### src/rtl/isp_pkg.sv
// Constants, entry addresses and carrier types of the input sync parameter object.
package isp_pkg;
	localparam int          CLK_PERIOD_NS   = 5;
	localparam logic [31:0] CLK_STEP_NS     = 32'h0000_0005;
	localparam logic [31:0] NS_MAX          = 32'hffff_ffff;

	// Object dictionary indices and subindices.
	localparam logic [15:0] IDX_INPUT_SYNC  = 16'h1c33;
	localparam logic [15:0] IDX_CODE_WORD   = 16'hf008;
	localparam logic [15:0] IDX_CALIB_PASS  = 16'hf009;
	localparam logic [7:0]  SUB_COUNT       = 8'h00;
	localparam logic [7:0]  SUB_MODE        = 8'h01;
	localparam logic [7:0]  SUB_CYCLE       = 8'h02;
	localparam logic [7:0]  SUB_SHIFT       = 8'h03;
	localparam logic [7:0]  SUB_SUPPORTED   = 8'h04;
	localparam logic [7:0]  SUB_MIN_CYCLE   = 8'h05;
	localparam logic [7:0]  SUB_COPY        = 8'h06;
	localparam logic [7:0]  SUB_MIN_DELAY   = 8'h07;
	localparam logic [7:0]  SUB_MEASURE     = 8'h08;
	localparam logic [7:0]  SUB_MAX_DELAY   = 8'h09;
	localparam logic [7:0]  SUB_MISSED      = 8'h0b;
	localparam logic [7:0]  SUB_OVERRUN     = 8'h0c;
	localparam logic [7:0]  SUB_SHORT_SHIFT = 8'h0d;
	localparam logic [7:0]  SUB_SYNC_ERROR  = 8'h20;

	// Reset values.
	localparam logic [7:0]  RST_COUNT       = 8'h20;
	localparam logic [15:0] RST_MODE        = 16'h0000;
	localparam logic [31:0] RST_CYCLE_NS    = 32'h000f_4240;
	localparam logic [31:0] RST_MIN_CYCLE   = 32'h0001_86a0;
	localparam logic [31:0] RST_ZERO32      = 32'h0000_0000;
	localparam logic [15:0] RST_ZERO16      = 16'h0000;

	// Sync mode codes.
	localparam logic [15:0] MODE_FREE_RUN   = 16'h0000;
	localparam logic [15:0] MODE_IN_BUFFER  = 16'h0001;
	localparam logic [15:0] MODE_DC_FIRST   = 16'h0002;
	localparam logic [15:0] MODE_DC_SECOND  = 16'h0003;
	localparam logic [15:0] MODE_OUT_BUFFER = 16'h0022;

	// Supported-modes field layout.
	localparam int          SUP_FREE_BIT    = 0;
	localparam int          SUP_BUFFER_BIT  = 1;
	localparam int          SUP_DC_LSB      = 2;
	localparam int          SUP_SHIFT_LSB   = 4;
	localparam int          SUP_DYNAMIC_BIT = 14;
	localparam logic [1:0]  SUP_DC_YES      = 2'h1;
	localparam logic [1:0]  SHIFT_LOCAL     = 2'h1;
	localparam logic [1:0]  SHIFT_SECOND    = 2'h2;

	// Number of saturating error counters.
	localparam int          ERR_COUNTERS    = 3;
	localparam int          ERR_MISSED      = 0;
	localparam int          ERR_OVERRUN     = 1;
	localparam int          ERR_SHORT       = 2;

	typedef struct packed {
		logic        valid;
		logic        write;
		logic [15:0] index;
		logic [7:0]  sub;
		logic [31:0] data;
	} isp_req_type;

	typedef struct packed {
		logic        valid;
		logic        abort;
		logic [31:0] data;
	} isp_rsp_type;
endpackage

### src/rtl/isp_input_sync_param.sv
// Input sync parameter object: entry storage, sync selection, timing capture and error tracking.
//
// Behaviour
// - Mode 0 runs free; mode 34 samples on the output buffer channel event.
// - Mode 1 samples on the input buffer channel event, for no-output setups.
// - Modes 2 and 3 sample on the first or second sync pulse.
// - In distributed clock mode report ns from first sync pulse to sampling.
// - In distributed clock mode report ns from sampling until data available.
// - In distributed clock mode report maximum ns from second pulse to sampling.
// - Supported modes: bit 0 free run, bit 1 buffer event, bits 2-3 01 clock.
// - Bits 4-5 read 01 with outputs present, 10 without outputs.
// - Bit 14 set: dynamic times, captured when subindex 08 is written.
// - A reserved 32-bit read-write code word with no effect.
// - A 32-bit read-write password guarding calibration data against change.
// - In loader state accept firmware words without any hardware suitability check.
// - Cycle time in ns: local timer, master cycle or sync pulse period.
// - Count missed buffer events in state_a, distributed clock mode only.
// - Count cycles not completed in time or started too early.
// - Flag sync error when last cycle's data came late, clock mode only.
`timescale 1ns/10ps
`default_nettype none
module isp_input_sync_param #(
	parameter logic        HAS_OUTPUTS  = 1'b1,
	parameter logic        DC_SUPPORTED = 1'b1,
	parameter logic [31:0] CALIB_KEY    = 32'h0000_0000
) (
	// Clock and reset.
	input  wire logic                 clk_sys,
	input  wire logic                 rst_b,
	// Object dictionary access from the mailbox.
	input  wire isp_pkg::isp_req_type odReq,
	output var  isp_pkg::isp_rsp_type odRsp_q,
	// Sync events, each a one-cycle pulse.
	input  wire logic                 firstSyncPulse,
	input  wire logic                 secondSyncPulse,
	input  wire logic                 inputBufferEvent,
	input  wire logic                 outputBufferEvent,
	// Sampler handshake.
	input  wire logic                 sampleDone,
	output var  logic                 sampleStrobe_q,
	// Device state.
	input  wire logic                 stateA,
	input  wire logic                 firmwareLoaderState,
	// Firmware download words.
	input  wire logic                 fwWordValid,
	input  wire logic [31:0]          fwWord,
	output var  logic                 fwStoreValid_q,
	output var  logic [31:0]          fwStoreWord_q,
	// Status.
	output var  logic                 calibWriteAllow_q,
	output var  logic                 syncError_q
);
	// Entry storage.
	logic [15:0] mode_q;
	logic [31:0] cycleNs_q;
	logic [31:0] codeWord_q;
	logic [31:0] password_q;
	logic [31:0] shiftNs_q;
	logic [31:0] copyNs_q;
	logic [31:0] minDelayNs_q;
	logic [31:0] maxDelayNs_q;
	logic [31:0] liveShift_q;
	logic [31:0] liveCopy_q;
	logic [31:0] liveMinDelay_q;
	logic [31:0] liveMaxDelay_q;
	logic        sampleBusy_q;
	logic        freshSample_q;
	logic [15:0] errCount [isp_pkg::ERR_COUNTERS];
	logic [isp_pkg::ERR_COUNTERS-1:0] errBump;

	// Mode decode.
	wire logic modeFree   = (mode_q == isp_pkg::MODE_FREE_RUN);
	wire logic modeOutBuf = (mode_q == isp_pkg::MODE_OUT_BUFFER);
	wire logic modeInBuf  = (mode_q == isp_pkg::MODE_IN_BUFFER);
	wire logic modeFirst  = (mode_q == isp_pkg::MODE_DC_FIRST);
	wire logic modeSecond = (mode_q == isp_pkg::MODE_DC_SECOND);
	wire logic dcMode     = modeFirst || modeSecond;

	// Elapsed-time sources.
	logic [31:0] sinceFree;
	logic [31:0] sinceFirst;
	logic [31:0] sinceSecond;
	logic [31:0] sinceSample;
	logic [31:0] sinceCycle;

	// The free-run period follows the cycle time entry, so rewriting it retimes the next tick.
	wire logic freeTick   = modeFree && (sinceFree >= (cycleNs_q - isp_pkg::CLK_STEP_NS));
	wire logic cycleEvent = freeTick
		|| (modeOutBuf && outputBufferEvent)
		|| (modeInBuf && inputBufferEvent)
		|| (modeFirst && firstSyncPulse)
		|| (modeSecond && secondSyncPulse);

	isp_ns_timer u_free_timer (
		.clk_sys   (clk_sys),
		.rst_b     (rst_b),
		.restart   (freeTick || !modeFree),
		.elapsed_q (sinceFree)
	);

	isp_ns_timer u_first_timer (
		.clk_sys   (clk_sys),
		.rst_b     (rst_b),
		.restart   (firstSyncPulse),
		.elapsed_q (sinceFirst)
	);

	isp_ns_timer u_second_timer (
		.clk_sys   (clk_sys),
		.rst_b     (rst_b),
		.restart   (secondSyncPulse),
		.elapsed_q (sinceSecond)
	);

	isp_ns_timer u_sample_timer (
		.clk_sys   (clk_sys),
		.rst_b     (rst_b),
		.restart   (cycleEvent),
		.elapsed_q (sinceSample)
	);

	isp_ns_timer u_cycle_timer (
		.clk_sys   (clk_sys),
		.rst_b     (rst_b),
		.restart   (cycleEvent),
		.elapsed_q (sinceCycle)
	);

	// Supported modes, fixed by the build.
	logic [15:0] supported;
	always_comb begin
		supported = isp_pkg::RST_ZERO16;
		supported[isp_pkg::SUP_FREE_BIT] = 1'b1;
		supported[isp_pkg::SUP_BUFFER_BIT] = 1'b1;
		if (DC_SUPPORTED) begin
			supported[isp_pkg::SUP_DC_LSB +: 2] = isp_pkg::SUP_DC_YES;
			supported[isp_pkg::SUP_SHIFT_LSB +: 2] = HAS_OUTPUTS ? isp_pkg::SHIFT_LOCAL
				: isp_pkg::SHIFT_SECOND;
			supported[isp_pkg::SUP_DYNAMIC_BIT] = 1'b1;
		end
	end

	// Request decode.
	wire logic hitSync   = odReq.valid && (odReq.index == isp_pkg::IDX_INPUT_SYNC);
	wire logic hitCode   = odReq.valid && (odReq.index == isp_pkg::IDX_CODE_WORD)
		&& (odReq.sub == isp_pkg::SUB_COUNT);
	wire logic hitPass   = odReq.valid && (odReq.index == isp_pkg::IDX_CALIB_PASS)
		&& (odReq.sub == isp_pkg::SUB_COUNT);
	wire logic modeLegal = ((odReq.data[15:0] == isp_pkg::MODE_FREE_RUN)
		|| (odReq.data[15:0] == isp_pkg::MODE_IN_BUFFER)
		|| (odReq.data[15:0] == isp_pkg::MODE_OUT_BUFFER)
		|| (DC_SUPPORTED && ((odReq.data[15:0] == isp_pkg::MODE_DC_FIRST)
			|| (odReq.data[15:0] == isp_pkg::MODE_DC_SECOND))))
		&& (odReq.data[31:16] == isp_pkg::RST_ZERO16);
	wire logic wrMode    = hitSync && odReq.write && (odReq.sub == isp_pkg::SUB_MODE) && modeLegal;
	wire logic wrCycle   = hitSync && odReq.write && (odReq.sub == isp_pkg::SUB_CYCLE);
	wire logic wrMeasure = hitSync && odReq.write && (odReq.sub == isp_pkg::SUB_MEASURE)
		&& DC_SUPPORTED;
	wire logic wrCode    = hitCode && odReq.write;
	wire logic wrPass    = hitPass && odReq.write;
	wire logic wrAny     = wrMode || wrCycle || wrMeasure || wrCode || wrPass;

	// Read selection.
	logic [31:0] syncRead;
	logic        syncReadOk;
	always_comb begin
		syncRead = isp_pkg::RST_ZERO32;
		syncReadOk = 1'b1;
		unique case (odReq.sub)
			isp_pkg::SUB_COUNT:       syncRead = {24'h000000, isp_pkg::RST_COUNT};
			isp_pkg::SUB_MODE:        syncRead = {16'h0000, mode_q};
			isp_pkg::SUB_CYCLE:       syncRead = cycleNs_q;
			isp_pkg::SUB_SHIFT:       syncRead = shiftNs_q;
			isp_pkg::SUB_SUPPORTED:   syncRead = {16'h0000, supported};
			isp_pkg::SUB_MIN_CYCLE:   syncRead = isp_pkg::RST_MIN_CYCLE;
			isp_pkg::SUB_COPY:        syncRead = copyNs_q;
			isp_pkg::SUB_MIN_DELAY:   syncRead = minDelayNs_q;
			isp_pkg::SUB_MAX_DELAY:   syncRead = maxDelayNs_q;
			isp_pkg::SUB_MISSED:      syncRead = {16'h0000, errCount[isp_pkg::ERR_MISSED]};
			isp_pkg::SUB_OVERRUN:     syncRead = {16'h0000, errCount[isp_pkg::ERR_OVERRUN]};
			isp_pkg::SUB_SHORT_SHIFT: syncRead = {16'h0000, errCount[isp_pkg::ERR_SHORT]};
			isp_pkg::SUB_SYNC_ERROR:  syncRead = {31'h00000000, syncError_q};
			default:                  syncReadOk = 1'b0;
		endcase
	end

	wire logic reqOk = (hitSync && (odReq.write ? wrAny : syncReadOk)) || hitCode || hitPass;
	// Write answers carry zero data, so a write never echoes the stored password.
	wire logic [31:0] readData = (hitCode && !odReq.write) ? codeWord_q
		: (hitPass && !odReq.write) ? password_q
		: (hitSync && !odReq.write) ? syncRead
		: isp_pkg::RST_ZERO32;

	// Response register, one cycle after each request.
	always_ff @(posedge clk_sys) begin
		if (!rst_b) begin
			odRsp_q <= '0;
		end else begin
			odRsp_q.valid <= odReq.valid;
			odRsp_q.abort <= odReq.valid && !reqOk;
			odRsp_q.data <= readData;
		end
	end

	// Writable entries.
	always_ff @(posedge clk_sys) begin
		if (!rst_b) begin
			mode_q <= isp_pkg::RST_MODE;
			cycleNs_q <= isp_pkg::RST_CYCLE_NS;
			codeWord_q <= isp_pkg::RST_ZERO32;
			password_q <= isp_pkg::RST_ZERO32;
		end else begin
			if (wrMode) begin
				mode_q <= odReq.data[15:0];
			end
			if (wrCycle) begin
				cycleNs_q <= odReq.data;
			end
			if (wrCode) begin
				codeWord_q <= odReq.data;
			end
			if (wrPass) begin
				password_q <= odReq.data;
			end
		end
	end

	// Calibration data may only change while the password holds the unlock key.
	always_ff @(posedge clk_sys) begin
		if (!rst_b) begin
			calibWriteAllow_q <= 1'b0;
		end else begin
			calibWriteAllow_q <= (password_q == CALIB_KEY);
		end
	end

	// Sampling handshake; a new strobe wins over a completion in the same cycle.
	always_ff @(posedge clk_sys) begin
		if (!rst_b) begin
			sampleStrobe_q <= 1'b0;
			sampleBusy_q <= 1'b0;
			freshSample_q <= 1'b0;
		end else begin
			sampleStrobe_q <= cycleEvent;
			sampleBusy_q <= cycleEvent || (sampleBusy_q && !sampleDone);
			freshSample_q <= (sampleDone && sampleBusy_q) || (freshSample_q && !inputBufferEvent);
		end
	end

	// Live timing capture in distributed clock mode.
	wire logic dcSample = dcMode && cycleEvent;
	wire logic dcDone   = dcMode && sampleDone && sampleBusy_q;
	always_ff @(posedge clk_sys) begin
		if (!rst_b) begin
			liveShift_q <= isp_pkg::RST_ZERO32;
			liveCopy_q <= isp_pkg::RST_ZERO32;
			liveMinDelay_q <= isp_pkg::NS_MAX;
			liveMaxDelay_q <= isp_pkg::RST_ZERO32;
		end else if (wrMeasure) begin
			liveMinDelay_q <= isp_pkg::NS_MAX;
			liveMaxDelay_q <= isp_pkg::RST_ZERO32;
		end else begin
			if (dcSample) begin
				liveShift_q <= modeFirst ? isp_pkg::RST_ZERO32 : sinceFirst;
				if (sinceSecond > liveMaxDelay_q) begin
					liveMaxDelay_q <= modeSecond ? isp_pkg::RST_ZERO32 : sinceSecond;
				end
				if (sinceSecond < liveMinDelay_q) begin
					liveMinDelay_q <= modeSecond ? isp_pkg::RST_ZERO32 : sinceSecond;
				end
			end
			if (dcDone) begin
				liveCopy_q <= sinceSample;
			end
		end
	end

	// Reported times change only when the master asks for a measurement.
	always_ff @(posedge clk_sys) begin
		if (!rst_b) begin
			shiftNs_q <= isp_pkg::RST_ZERO32;
			copyNs_q <= isp_pkg::RST_ZERO32;
			minDelayNs_q <= isp_pkg::RST_ZERO32;
			maxDelayNs_q <= isp_pkg::RST_ZERO32;
		end else if (wrMeasure) begin
			shiftNs_q <= liveShift_q;
			copyNs_q <= liveCopy_q;
			minDelayNs_q <= (liveMinDelay_q == isp_pkg::NS_MAX) ? isp_pkg::RST_ZERO32
				: liveMinDelay_q;
			maxDelayNs_q <= liveMaxDelay_q;
		end
	end

	// Error detection.
	assign errBump[isp_pkg::ERR_MISSED] = dcMode && stateA && inputBufferEvent
		&& !freshSample_q;
	assign errBump[isp_pkg::ERR_OVERRUN] = stateA && cycleEvent
		&& (sampleBusy_q || (sinceCycle < isp_pkg::RST_MIN_CYCLE));
	assign errBump[isp_pkg::ERR_SHORT] = dcMode && stateA && secondSyncPulse
		&& (sinceFirst < liveCopy_q);

	generate
		for (genvar i = 0; i < isp_pkg::ERR_COUNTERS; i++) begin : g_err
			isp_sat_counter #(
				.WIDTH (16)
			) u_count (
				.clk_sys (clk_sys),
				.rst_b   (rst_b),
				.bump    (errBump[i]),
				.count_q (errCount[i])
			);
		end
	endgenerate

	// The flag describes only the last cycle, so each cycle boundary rewrites it.
	always_ff @(posedge clk_sys) begin
		if (!rst_b) begin
			syncError_q <= 1'b0;
		end else if (!dcMode) begin
			syncError_q <= 1'b0;
		end else if (cycleEvent) begin
			syncError_q <= sampleBusy_q;
		end
	end

	// Image words pass straight to storage; suitability is the master's job.
	always_ff @(posedge clk_sys) begin
		if (!rst_b) begin
			fwStoreValid_q <= 1'b0;
			fwStoreWord_q <= isp_pkg::RST_ZERO32;
		end else begin
			fwStoreValid_q <= firmwareLoaderState && fwWordValid;
			fwStoreWord_q <= fwWord;
		end
	end
endmodule
`default_nettype wire

### src/rtl/isp_sat_counter.sv
// Saturating event counter that clears only on reset.
`timescale 1ns/10ps
`default_nettype none
module isp_sat_counter #(
	parameter int WIDTH = 16
) (
	// Clock and reset.
	input  wire logic             clk_sys,
	input  wire logic             rst_b,
	// Event and count.
	input  wire logic             bump,
	output var  logic [WIDTH-1:0] count_q
);
	wire logic [WIDTH-1:0] countMax = {WIDTH{1'b1}};
	wire logic             atMax    = (count_q == countMax);

	always_ff @(posedge clk_sys) begin
		if (!rst_b) begin
			count_q <= '0;
		end else if (bump && !atMax) begin
			count_q <= count_q + 1'b1;
		end
	end
endmodule
`default_nettype wire

### src/rtl/isp_ns_timer.sv
// Elapsed-time counter in nanoseconds, restarted by a pulse and saturating at the top.
`timescale 1ns/10ps
`default_nettype none
module isp_ns_timer (
	// Clock and reset.
	input  wire logic        clk_sys,
	input  wire logic        rst_b,
	// Control and time.
	input  wire logic        restart,
	output var  logic [31:0] elapsed_q
);
	// Counting in nanoseconds avoids a divider when comparing against entries held in ns.
	wire logic        nearTop = (elapsed_q > (isp_pkg::NS_MAX - isp_pkg::CLK_STEP_NS));
	wire logic [31:0] stepped = nearTop ? isp_pkg::NS_MAX : (elapsed_q + isp_pkg::CLK_STEP_NS);

	always_ff @(posedge clk_sys) begin
		if (!rst_b) begin
			elapsed_q <= isp_pkg::RST_ZERO32;
		end else if (restart) begin
			elapsed_q <= isp_pkg::RST_ZERO32;
		end else begin
			elapsed_q <= stepped;
		end
	end
endmodule
`default_nettype wire

### config.mk
export PLATFORM = sky130hd
export DESIGN_NAME = isp_input_sync_param
export DESIGN_NICKNAME = d
export VERILOG_FILES = /design/src/rtl/isp_pkg.sv /design/src/rtl/isp_input_sync_param.sv /design/src/rtl/isp_sat_counter.sv /design/src/rtl/isp_ns_timer.sv
export SDC_FILE = /design/constraint.sdc
export NUM_CORES = 1
export LEC_CHECK = 0
export ABC_AREA = 1
export ABC_CLOCK_PERIOD_IN_PS = 8800
export BUFFER_PORTS_ARGS = -buffer_cell sky130_fd_sc_hd__clkbuf_2
export CAP_MARGIN = 20
export CORE_ASPECT_RATIO = 1.75
export CORE_MARGIN = 2
export CORE_UTILIZATION = 65
export DETAILED_ROUTE_END_ITERATION = 7
export GPL_TIMING_DRIVEN = 1
export PLACE_DENSITY = 0.84
export SETUP_SLACK_MARGIN = 0.2
export SLEW_MARGIN = 10
export SYNTH_ARGS = -nofsm -noshare
export SYNTH_HDL_FRONTEND = slang
export SYNTH_SLANG_ARGS = --single-unit
export TNS_END_PERCENT = 5
### constraint.sdc
create_clock -name clk_sys -period 8.8 [get_ports clk_sys]
set_clock_uncertainty 0.2 [all_clocks]
set_input_delay 1.76 -clock clk_sys [delete_from_list [all_inputs] [get_ports clk_sys]]
set_output_delay 1.76 -clock clk_sys [all_outputs]
set_load 0.01 [all_outputs]
Word level (Yosys, flattened, before mapping)
Index checks and enable logic that the tools add are counted.
W data, S select, Z words.

operators by class
  bitwise gates (word level) = 2
  multiplexer cells = 14
  equality and inequality tests = 28
  order comparisons = 10
  reductions and logical operators = 84
  add/subtract/negate cells = 9

operator list
  kind                     number
  $pmux W32 S13            1
  $mux W32                 11
  $add A32 B3 Y32 const B  5
  $gt A32 B32 Y1 const B   5
  $eq A16 B16 Y1 const B   5
  $eq A16 B2 Y1 const B    4
  $lt A32 B32 Y1           2
  $add A16 B1 Y16 const B  3
  $logic_not A16 Y1        3
  $eq A8 B4 Y1 const B     5
  $logic_and A1 B1 Y1      40
  $eq A16 B1 Y1 const B    2
  $eq A16 B6 Y1 const B    2
  $eq A32 B32 Y1 const B   1
  $eq A8 B3 Y1 const B     4
  $ge A32 B32 Y1           1
  $gt A32 B32 Y1           1
  $logic_not A32 Y1        1
  $lt A32 B17 Y1 const B   1
  $sub A32 B3 Y32 const B  1
  $logic_or A1 B1 Y1       19
  $eq A16 B13 Y1 const B   1
  $eq A8 B2 Y1 const B     2
  $reduce_or A13 Y1        1
  other kinds (8)          26

word-level totals
  flip-flop bits (word level) = 648
  bits of input ports = 100
  output and inout bits = 70
  word-level logic and storage cells = 177

Longest topological paths before layout
Gate-level depths: netlist of the first run.

  depth in word-level cells = 16
  mapped depth = 30
  mapped depth without buffers = 29

Cells and area by module
Synthesis of the first run repeated with hierarchy kept, for this count alone.

unflattened totals
  cells, all modules = 5175
  area total of the unflattened synthesis = 35502.8 um2

by module, submodules not included
  module                seq. area each (um2)  cells an instance  area each (um2)  instances
  isp_input_sync_param  8808.4                3087               22052.4          1
  isp_ns_timer          640.6                 330                2097.0           5
  isp_sat_counter       320.3                 146                988.4            3

Worst setup path before layout of the first run
Ideal clock, no wire load.

  path type = reg-to-reg
  start = register cycleNs_q[0]
  end = register liveShift_q[11]
  library setup time = 128 ps
  path buffers = 1
  arrival time = 3451 ps
  data required time = 8472 ps
  path slack = 5020 ps
  cell stages (with the launch flop) = 29
  clock period less this slack = 3780 ps
  cells stage by stage = dfxtp_1 > inv_1 > ha_1 > inv_1 > nand2_1 > nand2_1 > nor2_1 > nand3_1 > nor2_1 > nand2_1 > nor2_2 > nand4_2 > nor2_1 > nand2_1 > nor2_1 > xor2_1 > inv_1 > ha_1 > nand2_1 > o21ai_0 > nand2_1 > nand3_1 > nor2_1 > nand2_1 > nand2_1 > nand2_2 > nand2_2 > clkbuf_1 > a21oi_1

on the way
  longest elaborated chain between the ends = 9

ends and longest elaborated chain
  item                                RTL line                     text
  start: declaration                  isp_input_sync_param.sv:55   logic [31:0] cycleNs_q;
  start signal: assignment            isp_input_sync_param.sv:209  cycleNs_q <= isp_pkg::RST_CYCLE_NS;
  start signal: assignment            isp_input_sync_param.sv:217  cycleNs_q <= odReq.data;
  $sub A32 B3 Y32                     isp_input_sync_param.sv:87   wire logic freeTick = modeFree && (sinceFree >= (cycleNs_q - isp_pkg::CLK_STEP_NS));
  $ge A32 B32 Y1                      isp_input_sync_param.sv:87
  $logic_and A1 B1 Y1                 isp_input_sync_param.sv:87
  $logic_or A1 B1 Y1                  isp_input_sync_param.sv:89   || (modeOutBuf && outputBufferEvent)
  $logic_or A1 B1 Y1                  isp_input_sync_param.sv:90   || (modeInBuf && inputBufferEvent)
  $logic_or A1 B1 Y1                  isp_input_sync_param.sv:91   || (modeFirst && firstSyncPulse)
  $logic_or A1 B1 Y1                  isp_input_sync_param.sv:92   || (modeSecond && secondSyncPulse);
  $logic_and A1 B1 Y1                 isp_input_sync_param.sv:251  wire logic dcSample = dcMode && cycleEvent;
  $reduce_and A2 Y1 (no source line)  -
  end signal: assignment              isp_input_sync_param.sv:255  liveShift_q <= isp_pkg::RST_ZERO32;
  end signal: assignment              isp_input_sync_param.sv:264  liveShift_q <= modeFirst ? isp_pkg::RST_ZERO32 : sinceFirst;
  end: declaration                    isp_input_sync_param.sv:62   logic [31:0] liveShift_q;

Every way passes these cells.
A chain may end at the register's enable or synchronous reset.

Final worst setup path of the first run
  start = register cycleNs_q[0]
  end = register liveMaxDelay_q[21]

on the way
  longest elaborated chain between the ends = 9

ends and longest elaborated chain
  item                                RTL line                     text
  $sub A32 B3 Y32                     isp_input_sync_param.sv:87
  $ge A32 B32 Y1                      isp_input_sync_param.sv:87
  $logic_and A1 B1 Y1                 isp_input_sync_param.sv:87
  $logic_or A1 B1 Y1                  isp_input_sync_param.sv:89
  $logic_or A1 B1 Y1                  isp_input_sync_param.sv:90
  $logic_or A1 B1 Y1                  isp_input_sync_param.sv:91
  $logic_or A1 B1 Y1                  isp_input_sync_param.sv:92
  $logic_and A1 B1 Y1                 isp_input_sync_param.sv:251
  $reduce_and A2 Y1 (no source line)  -
  end signal: assignment              isp_input_sync_param.sv:258  liveMaxDelay_q <= isp_pkg::RST_ZERO32;
  end signal: assignment              isp_input_sync_param.sv:261  liveMaxDelay_q <= isp_pkg::RST_ZERO32;
  end signal: assignment              isp_input_sync_param.sv:266  liveMaxDelay_q <= modeSecond ? isp_pkg::RST_ZERO32 : sinceSecond;
  end: declaration                    isp_input_sync_param.sv:65   logic [31:0] liveMaxDelay_q;

Every way passes these cells.

==> flow_summary.toml, run 1 <==
[worst_setup_path]
cp_num_buf_inv = 0
worstSetupPathType = "reg -> reg"
critPathSlowestCell = "nand4_4"
path_max_fanout = 64
cp-start-kind = "flop"
max_stage_delay_ns = 0.80
cp_top_family = "simple AND/OR/NAND/NOR gates"
crit_path_frequent_cell = "nor2_1"
required_ns = 9.07
cp.arrival_ns = 5.78
ff2ff_setup_slack_ns = 3.30
cp-end-kind = "flop"

[clock_tree]
tritoncts = "yes"
ctsResizeCount = 0
cts_buffers = 57
cts.clk_slew.worst_paths_ns = 0.07
clk-insertion-delay-late_ns = 0.61
htree_levels = 2
cts.sinks = 648
cts_hold_buf = 0
post-cts-setup-buffer-count = 0
cts_root_buffer = "clkbuf_16"
cts_buffer_depth = 3

[power]
switching_share_pct = 22.8
power.internal_mw = 4.50
power.density_nw_per_um2 = 166
switching_power_mw = 1.33
clkPwrFrac_pct = 45.5
p_seq_share_pct = 50.9
ir_drop_v = 0.000255
leakage_nw = 15.0
p_comb_share_pct = 3.6

[timing]
tns_ns = 0
drv_slew = 0
timing.final.crit_share_pct = 62.5
rsz0062_at_grt = "false"
worst_pin_slew_ns = 1.23
finalHoldViolations = 0
timing.final.ws_setup_ns = 3.30
min_period_ns = 5.50
setup_violations = 0
max_freq_mhz = 182
max_slew_margin_pct = 18.1

[die]
die-area_um2 = 51100
fp.dieH_um = 298
initial_core_util_pct = 65.8
core_um2 = 48600
num_rows = 107
ios = 170
die_x_um = 172

[synthesis]
avgSynthCellArea_um2 = 7.18
synth_top_area_cell = "dfxtp_1"
yosys-top-cells-area = "dfxtp_1 41%, inv_1 8.4%, nand2_1 7.6%"
yosys_warnings = 0
synth.top_cell.area_share_pct = 40.5
synth_area_um2 = 32000
ys_types = 55
syn_nets = 4697
yosysSeqAreaShare_pct = 40.5
synth-seq-cells = 648
postSynthCellCount = 4457

[drt]
wl_um = 102000
postRouteAntennaNets = 0
drt_iter0_markers = 3290
dr.pass1.iters = 8
routedWlPerCell_um = 19.5
remaining_drc_errors = 0
vias = 31200
vias_per_cell = 5.96

[final_layout]
layout.nets = 4775
fin_util_pct = 72.4
final_common_cell = "inv_1"
reg.largest.list = "g_err.u_count.count_q (48), odRsp_q (34)"
largest_register_ffs = 48
fillers = 3993
area_delta_synth_final_pct = 9.91
drive_gt1_share_pct = 8.69
layout.cells.most_common_list = "715 x inv_1, 649 x nand2_1, 648 x dfxtp_1, 496 x nor2_1, 349 x a21oi_1"
top_register = "g_err.u_count.count_q"

[placed_design]
numPortBuffers = 169
post-place-ws_ns = 3.44
place_congestion = 1.02
dpl.hpwl_um = 75200

[global_route]
grt-ovfl-total = 0
antenna_found_initial = 5
grt_max_degree = 114
grt_pass1_wl_um = 157000
grt_pass1_vias = 30000
grt.total_usage_pct = 39.2

[flow_run]
timing.max_cap.violations = 0

[hold_path]
min_path_type = "reg -> reg"

[run_status]
status = "completed"
## kinds of logic after synthesis
family	Yosys count	synth area share, %
AND/OR/NAND/NOR	1661	22.9
AO/OA/AOI/OAI	999	17.4
buffers and inverters	910	10.9
flip-flops	648	40.5
adder cells (fa/ha/maj)	140	5.47
XOR/XNOR	99	2.71
## synthesized netlist by cell type (all sizes together)
cell and n:
nand3b 8, dfxtp 648, or2 41, o2111ai 3, nand2 657, a21o 1
o31ai 6, o22ai 144, a2111oi 1, a22oi 1, o211ai 8, a221oi 17
nor3b 4, nor4b 2, o221ai 10, a211oi 47, buf 63, nand4 129
o21ai 340, or3 1, nor4 48, nand2b 1, ha 140, xnor2 10
a31oi 56, o21a 10, clkbuf 114, inv 727, nand3 165, a21oi 351
and3 2, o21bai 4, xor2 89, nor2 512, clkinv 6, nor3 91
## metrics by stage
step | hold WS (ns) | total power [mW] | instance area, um^2 | cells
CTS | 0.251 | 5.82 | 35100 | 5232
detailed placement | 0.242 | 3.23 | 33200 | 5128
floorplan | 0.225 | 3.15 | 32000 | 4457
global route | 0.279 | 5.96 | 35200 | 5235
finish | 0.258 | 5.83 | 35200 | 5237
global placement | 0.234 | 3.23 | 33200 | 5128
## final timing paths
check / to / from / cells after the start
worst max register to register: liveMaxDelay_q[21]$_SDFFE_PP0P_ / cycleNs_q[0]$_SDFFE_PN0P_ / 25
worst max-delay path: liveMaxDelay_q[21]$_SDFFE_PP0P_ / cycleNs_q[0]$_SDFFE_PN0P_ / 25
worst min-delay path: liveShift_q[15]$_SDFFE_PN0P_ / liveShift_q[15]$_SDFFE_PN0P_ / 2
worst min register to register: liveShift_q[15]$_SDFFE_PN0P_ / liveShift_q[15]$_SDFFE_PN0P_ / 2
## area by class of cell
class | instances | area, um^2 | share of cell area (%)
Antenna cell | 3 | 7.51 | 0.0213
Inverter | 733 | 2750 | 7.83
Sequential cell | 648 | 13000 | 36.9
Timing Repair Buffer | 196 | 1070 | 3.04
Clock inverter | 36 | 423 | 1.20
Multi-Input combinational cell | 2899 | 15600 | 44.3
Tap cell | 654 | 818 | 2.33
Clock buffer | 68 | 1540 | 4.37
## metal layers
layer | track usage [%] | up-vias | wire length, um
met2 | 67.0 | 1528 | 49100
met4 | 34.4 | 4 | 10600
met1 | 40.1 | 14200 | 34700
li1 | - | 14900 | -
met3 | 7.24 | 530 | 7800
met5 | 0 | - | 23
## worst register-to-register path, cell delays in order (launching register included)
cell and delay [ns]:
dfxtp_1 0.35, o21ai_2 0.20, nand2_2 0.11, nor2_2 0.17, nand2_2 0.09, nor2_2 0.13
nand2_2 0.07, nor2_1 0.20, nand3_2 0.14, nor2_2 0.15, nand2_2 0.08, nor2_1 0.20
nand2_1 0.10, xor2_1 0.17, ha_1 0.31, nand2_1 0.07, nor2_1 0.15, nand4_1 0.13
a21oi_1 0.14, nor2_1 0.07, nand2_1 0.06, nand2_1 0.28, nand2_2 0.42, nand4_4 0.81
nor2_1 0.46, nor2_1 0.10
## power groups by stage
stage	sequential (mW)	clock [mW]	combinational [mW]
floorplan	3.03	0	0.113
global placement	3.03	0	0.197
detailed placement	3.03	0	0.200
CTS	2.97	2.65	0.203
global route	2.97	2.77	0.226
finish	2.97	2.65	0.210
(Power assumes the default switching activity.)
==> run 2, diff against run 1 <==
--- a/config.mk
+++ b/config.mk
@@ -6,15 +6,15 @@
 export NUM_CORES = 1
 export LEC_CHECK = 0
 export ABC_AREA = 1
-export ABC_CLOCK_PERIOD_IN_PS = 8800
+export ABC_CLOCK_PERIOD_IN_PS = 5600
 export BUFFER_PORTS_ARGS = -buffer_cell sky130_fd_sc_hd__clkbuf_2
 export CAP_MARGIN = 20
 export CORE_ASPECT_RATIO = 1.75
 export CORE_MARGIN = 2
-export CORE_UTILIZATION = 65
+export CORE_UTILIZATION = 62
 export DETAILED_ROUTE_END_ITERATION = 7
 export GPL_TIMING_DRIVEN = 1
-export PLACE_DENSITY = 0.84
+export PLACE_DENSITY = 0.81
 export SETUP_SLACK_MARGIN = 0.2
 export SLEW_MARGIN = 10
 export SYNTH_ARGS = -nofsm -noshare
==> constraint.sdc (replaced) <==
create_clock -name clk_sys -period 5.6 [get_ports clk_sys]
set_clock_uncertainty 0.2 [all_clocks]
set_input_delay 1.12 -clock clk_sys [delete_from_list [all_inputs] [get_ports clk_sys]]
set_output_delay 1.12 -clock clk_sys [all_outputs]
set_load 0.01 [all_outputs]
==> run 2 against run 1 <==
Compared with the run above: critical path depth increased by 1; sequential power increased by 57%; wire length increased by 2.7%; final area increased by 0.84%; die area increased by 4.7%; first-iteration DRC count decreased by 15%; largest power group unchanged; utilization decreased by 3.1 points.
==> flow_summary.toml, run 2 (same netlist as run 1, synthesis figures left out) <==
[timing]
timing.final.crit_share_pct = 85.2
max_slew_margin_pct = 20.4
finalHoldViolations = 0
min_period_ns = 4.77
max_freq_mhz = 210
drv_slew = 0
tns_ns = 0
rsz0062_at_grt = "false"
worst_pin_slew_ns = 1.19
setup_violations = 0
holdWs_ns = 0.258
timing.final.ws_setup_ns = 0.828

[worst_setup_path]
cp.arrival_ns = 5.11
required_ns = 5.94
worstSetupPathType = "reg -> reg"
path_max_fanout = 16
startpoint = "cycleNs_q[0]$_SDFFE_PN0P_"
cp-end-kind = "flop"
rr_startpoint = "cycleNs_q[0]$_SDFFE_PN0P_"
cp-start-kind = "flop"

[power]
switching_share_pct = 22.7
leakage_nw = 15.1
power.internal_mw = 7.18
clkPwrFrac_pct = 46.2
p_comb_share_pct = 3.6
p_seq_share_pct = 50.2
power.density_nw_per_um2 = 262
ir_drop_v = 0.000289
switching_power_mw = 2.10

[hold_path]
min_path_type = "reg -> reg"
min_from = "liveShift_q[28]$_SDFFE_PN0P_"

[final_layout]
final_common_cell = "inv_1"
reg.largest.list = "g_err.u_count.count_q (48), odRsp_q (34)"
layout.cells.most_common_list = "715 x inv_1, 648 x nand2_1, 648 x dfxtp_1, 496 x nor2_1, 349 x a21oi_1"
top_register = "g_err.u_count.count_q"
fin_util_pct = 69.3
drive_gt1_share_pct = 9.07
area_delta_synth_final_pct = 10.8
largest_register_ffs = 48
layout.nets = 4794

[clock_tree]
cts_buffers = 56
htree_levels = 2
cts_root_buffer = "clkbuf_16"
tritoncts = "yes"
cts_buffer_depth = 3
post-cts-setup-buffer-count = 0
cts_hold_buf = 0
clk-insertion-delay-late_ns = 0.62
ctsResizeCount = 0
cts.clk_slew.worst_paths_ns = 0.07
cts.sinks = 648

[global_route]
grt_pass1_vias = 29200
grt.met2_usage_pct = 67.6
gr-usage-met3_pct = 5.40
use_met1_pct = 39.0
antenna_found_initial = 0
grt_pass1_wl_um = 160000
grt-ovfl-total = 0
grt_max_degree = 99
grt_most_used_layer = "met2"
grt.total_usage_pct = 37.9

[drt]
vias = 31100
wl_um = 105000
drt_iter0_markers = 2796
postRouteAntennaNets = 0
routedWlPerCell_um = 19.9
dr.pass1.iters = 7
vias_per_cell = 5.90
remaining_drc_errors = 0

[die]
initial_core_util_pct = 62.5
fp.dieH_um = 305
die_x_um = 176
core_um2 = 51200
die-area_um2 = 53500
ios = 170
num_rows = 110

[flow_run]
timing.max_cap.violations = 0

[placed_design]
numPortBuffers = 169
place_congestion = 0.991
dpl.hpwl_um = 78000
post-place-ws_ns = 0.297

[run_status]
status = "completed"
==> run 2: changes by cell type in the layout (fill, tap and decap cells not counted), moves of 2 or more <==
cell,change
buf_4,+15
buf_12,+3
bufinv_16,+3
clkinvlp_4,-3
nand4_4,+3
clkbuf_8,-2
diode_2,-2
==> run 2: final timing paths <==
path / endpoint / slack [ns] / cells past startpoint
max: liveMaxDelay_q[20]$_SDFFE_PP0P_ / 0.83 / 26
min: liveShift_q[28]$_SDFFE_PN0P_ / 0.26 / 2
min reg2reg: liveShift_q[28]$_SDFFE_PN0P_ / 0.26 / 2
max reg2reg: liveMaxDelay_q[20]$_SDFFE_PP0P_ / 0.83 / 26
==> run 2: per-stage QoR <==
step                instances  total power, mW  instance area, um^2
detailed placement       5165             5.09                33400
global placement         5164             5.08                33400
finish                   5272             9.29                35500
floorplan                4457             4.94                32000
global route             5271             9.52                35500
CTS                      5268             9.30                35400
==> run 2: cell type report <==
class                           instances  area, um^2
Clock inverter                         36         497
Inverter                              733        2750
Timing Repair Buffer                  213        1230
Sequential cell                       648       13000
Multi-Input combinational cell       2902       15700
Tap cell                              672         841
Clock buffer                           67        1510
Fill cell                            4426       15700
Antenna cell                            1        2.50
==> run 2: power groups by stage <==
stage               Sequential [mW]  Combinational (mW)  Clock (mW)
global route                   4.66               0.366        4.49
floorplan                      4.77               0.178           0
finish                         4.66               0.338        4.29
global placement               4.76               0.321           0
CTS                            4.66               0.327        4.31
detailed placement             4.76               0.325           0
==> run 2: worst max-delay path: stages (launching register included) <==
cell	delay, ns
dfxtp_1	0.35
o21ai_2	0.20
nand2_2	0.10
nor2_2	0.18
nand2_2	0.09
nor2_2	0.14
nand2_2	0.08
nor2_1	0.19
nand3_2	0.12
nor2_2	0.15
nand2_2	0.08
nor2_1	0.22
nand2_1	0.12
xor2_1	0.16
ha_1	0.30
nand2_1	0.07
nor2_1	0.15
nand4_1	0.13
a21oi_1	0.14
nor2_1	0.06
nand2_1	0.08
nand2_2	0.19
nand2_4	0.36
nand4_4	0.43
nand2_1	0.20
nand2_1	0.08
nor2_1	0.13
==> run 2: routing by layer <==
metal  vias to the layer above  share of wire [%]  wire [um]
li1                      15000                  -          -
met1                     14300                 35      36200
met2                      1380                 49      51600
met3                       494                6.4       6710
met4                         0                 10      10400
met5                         -                  0          0
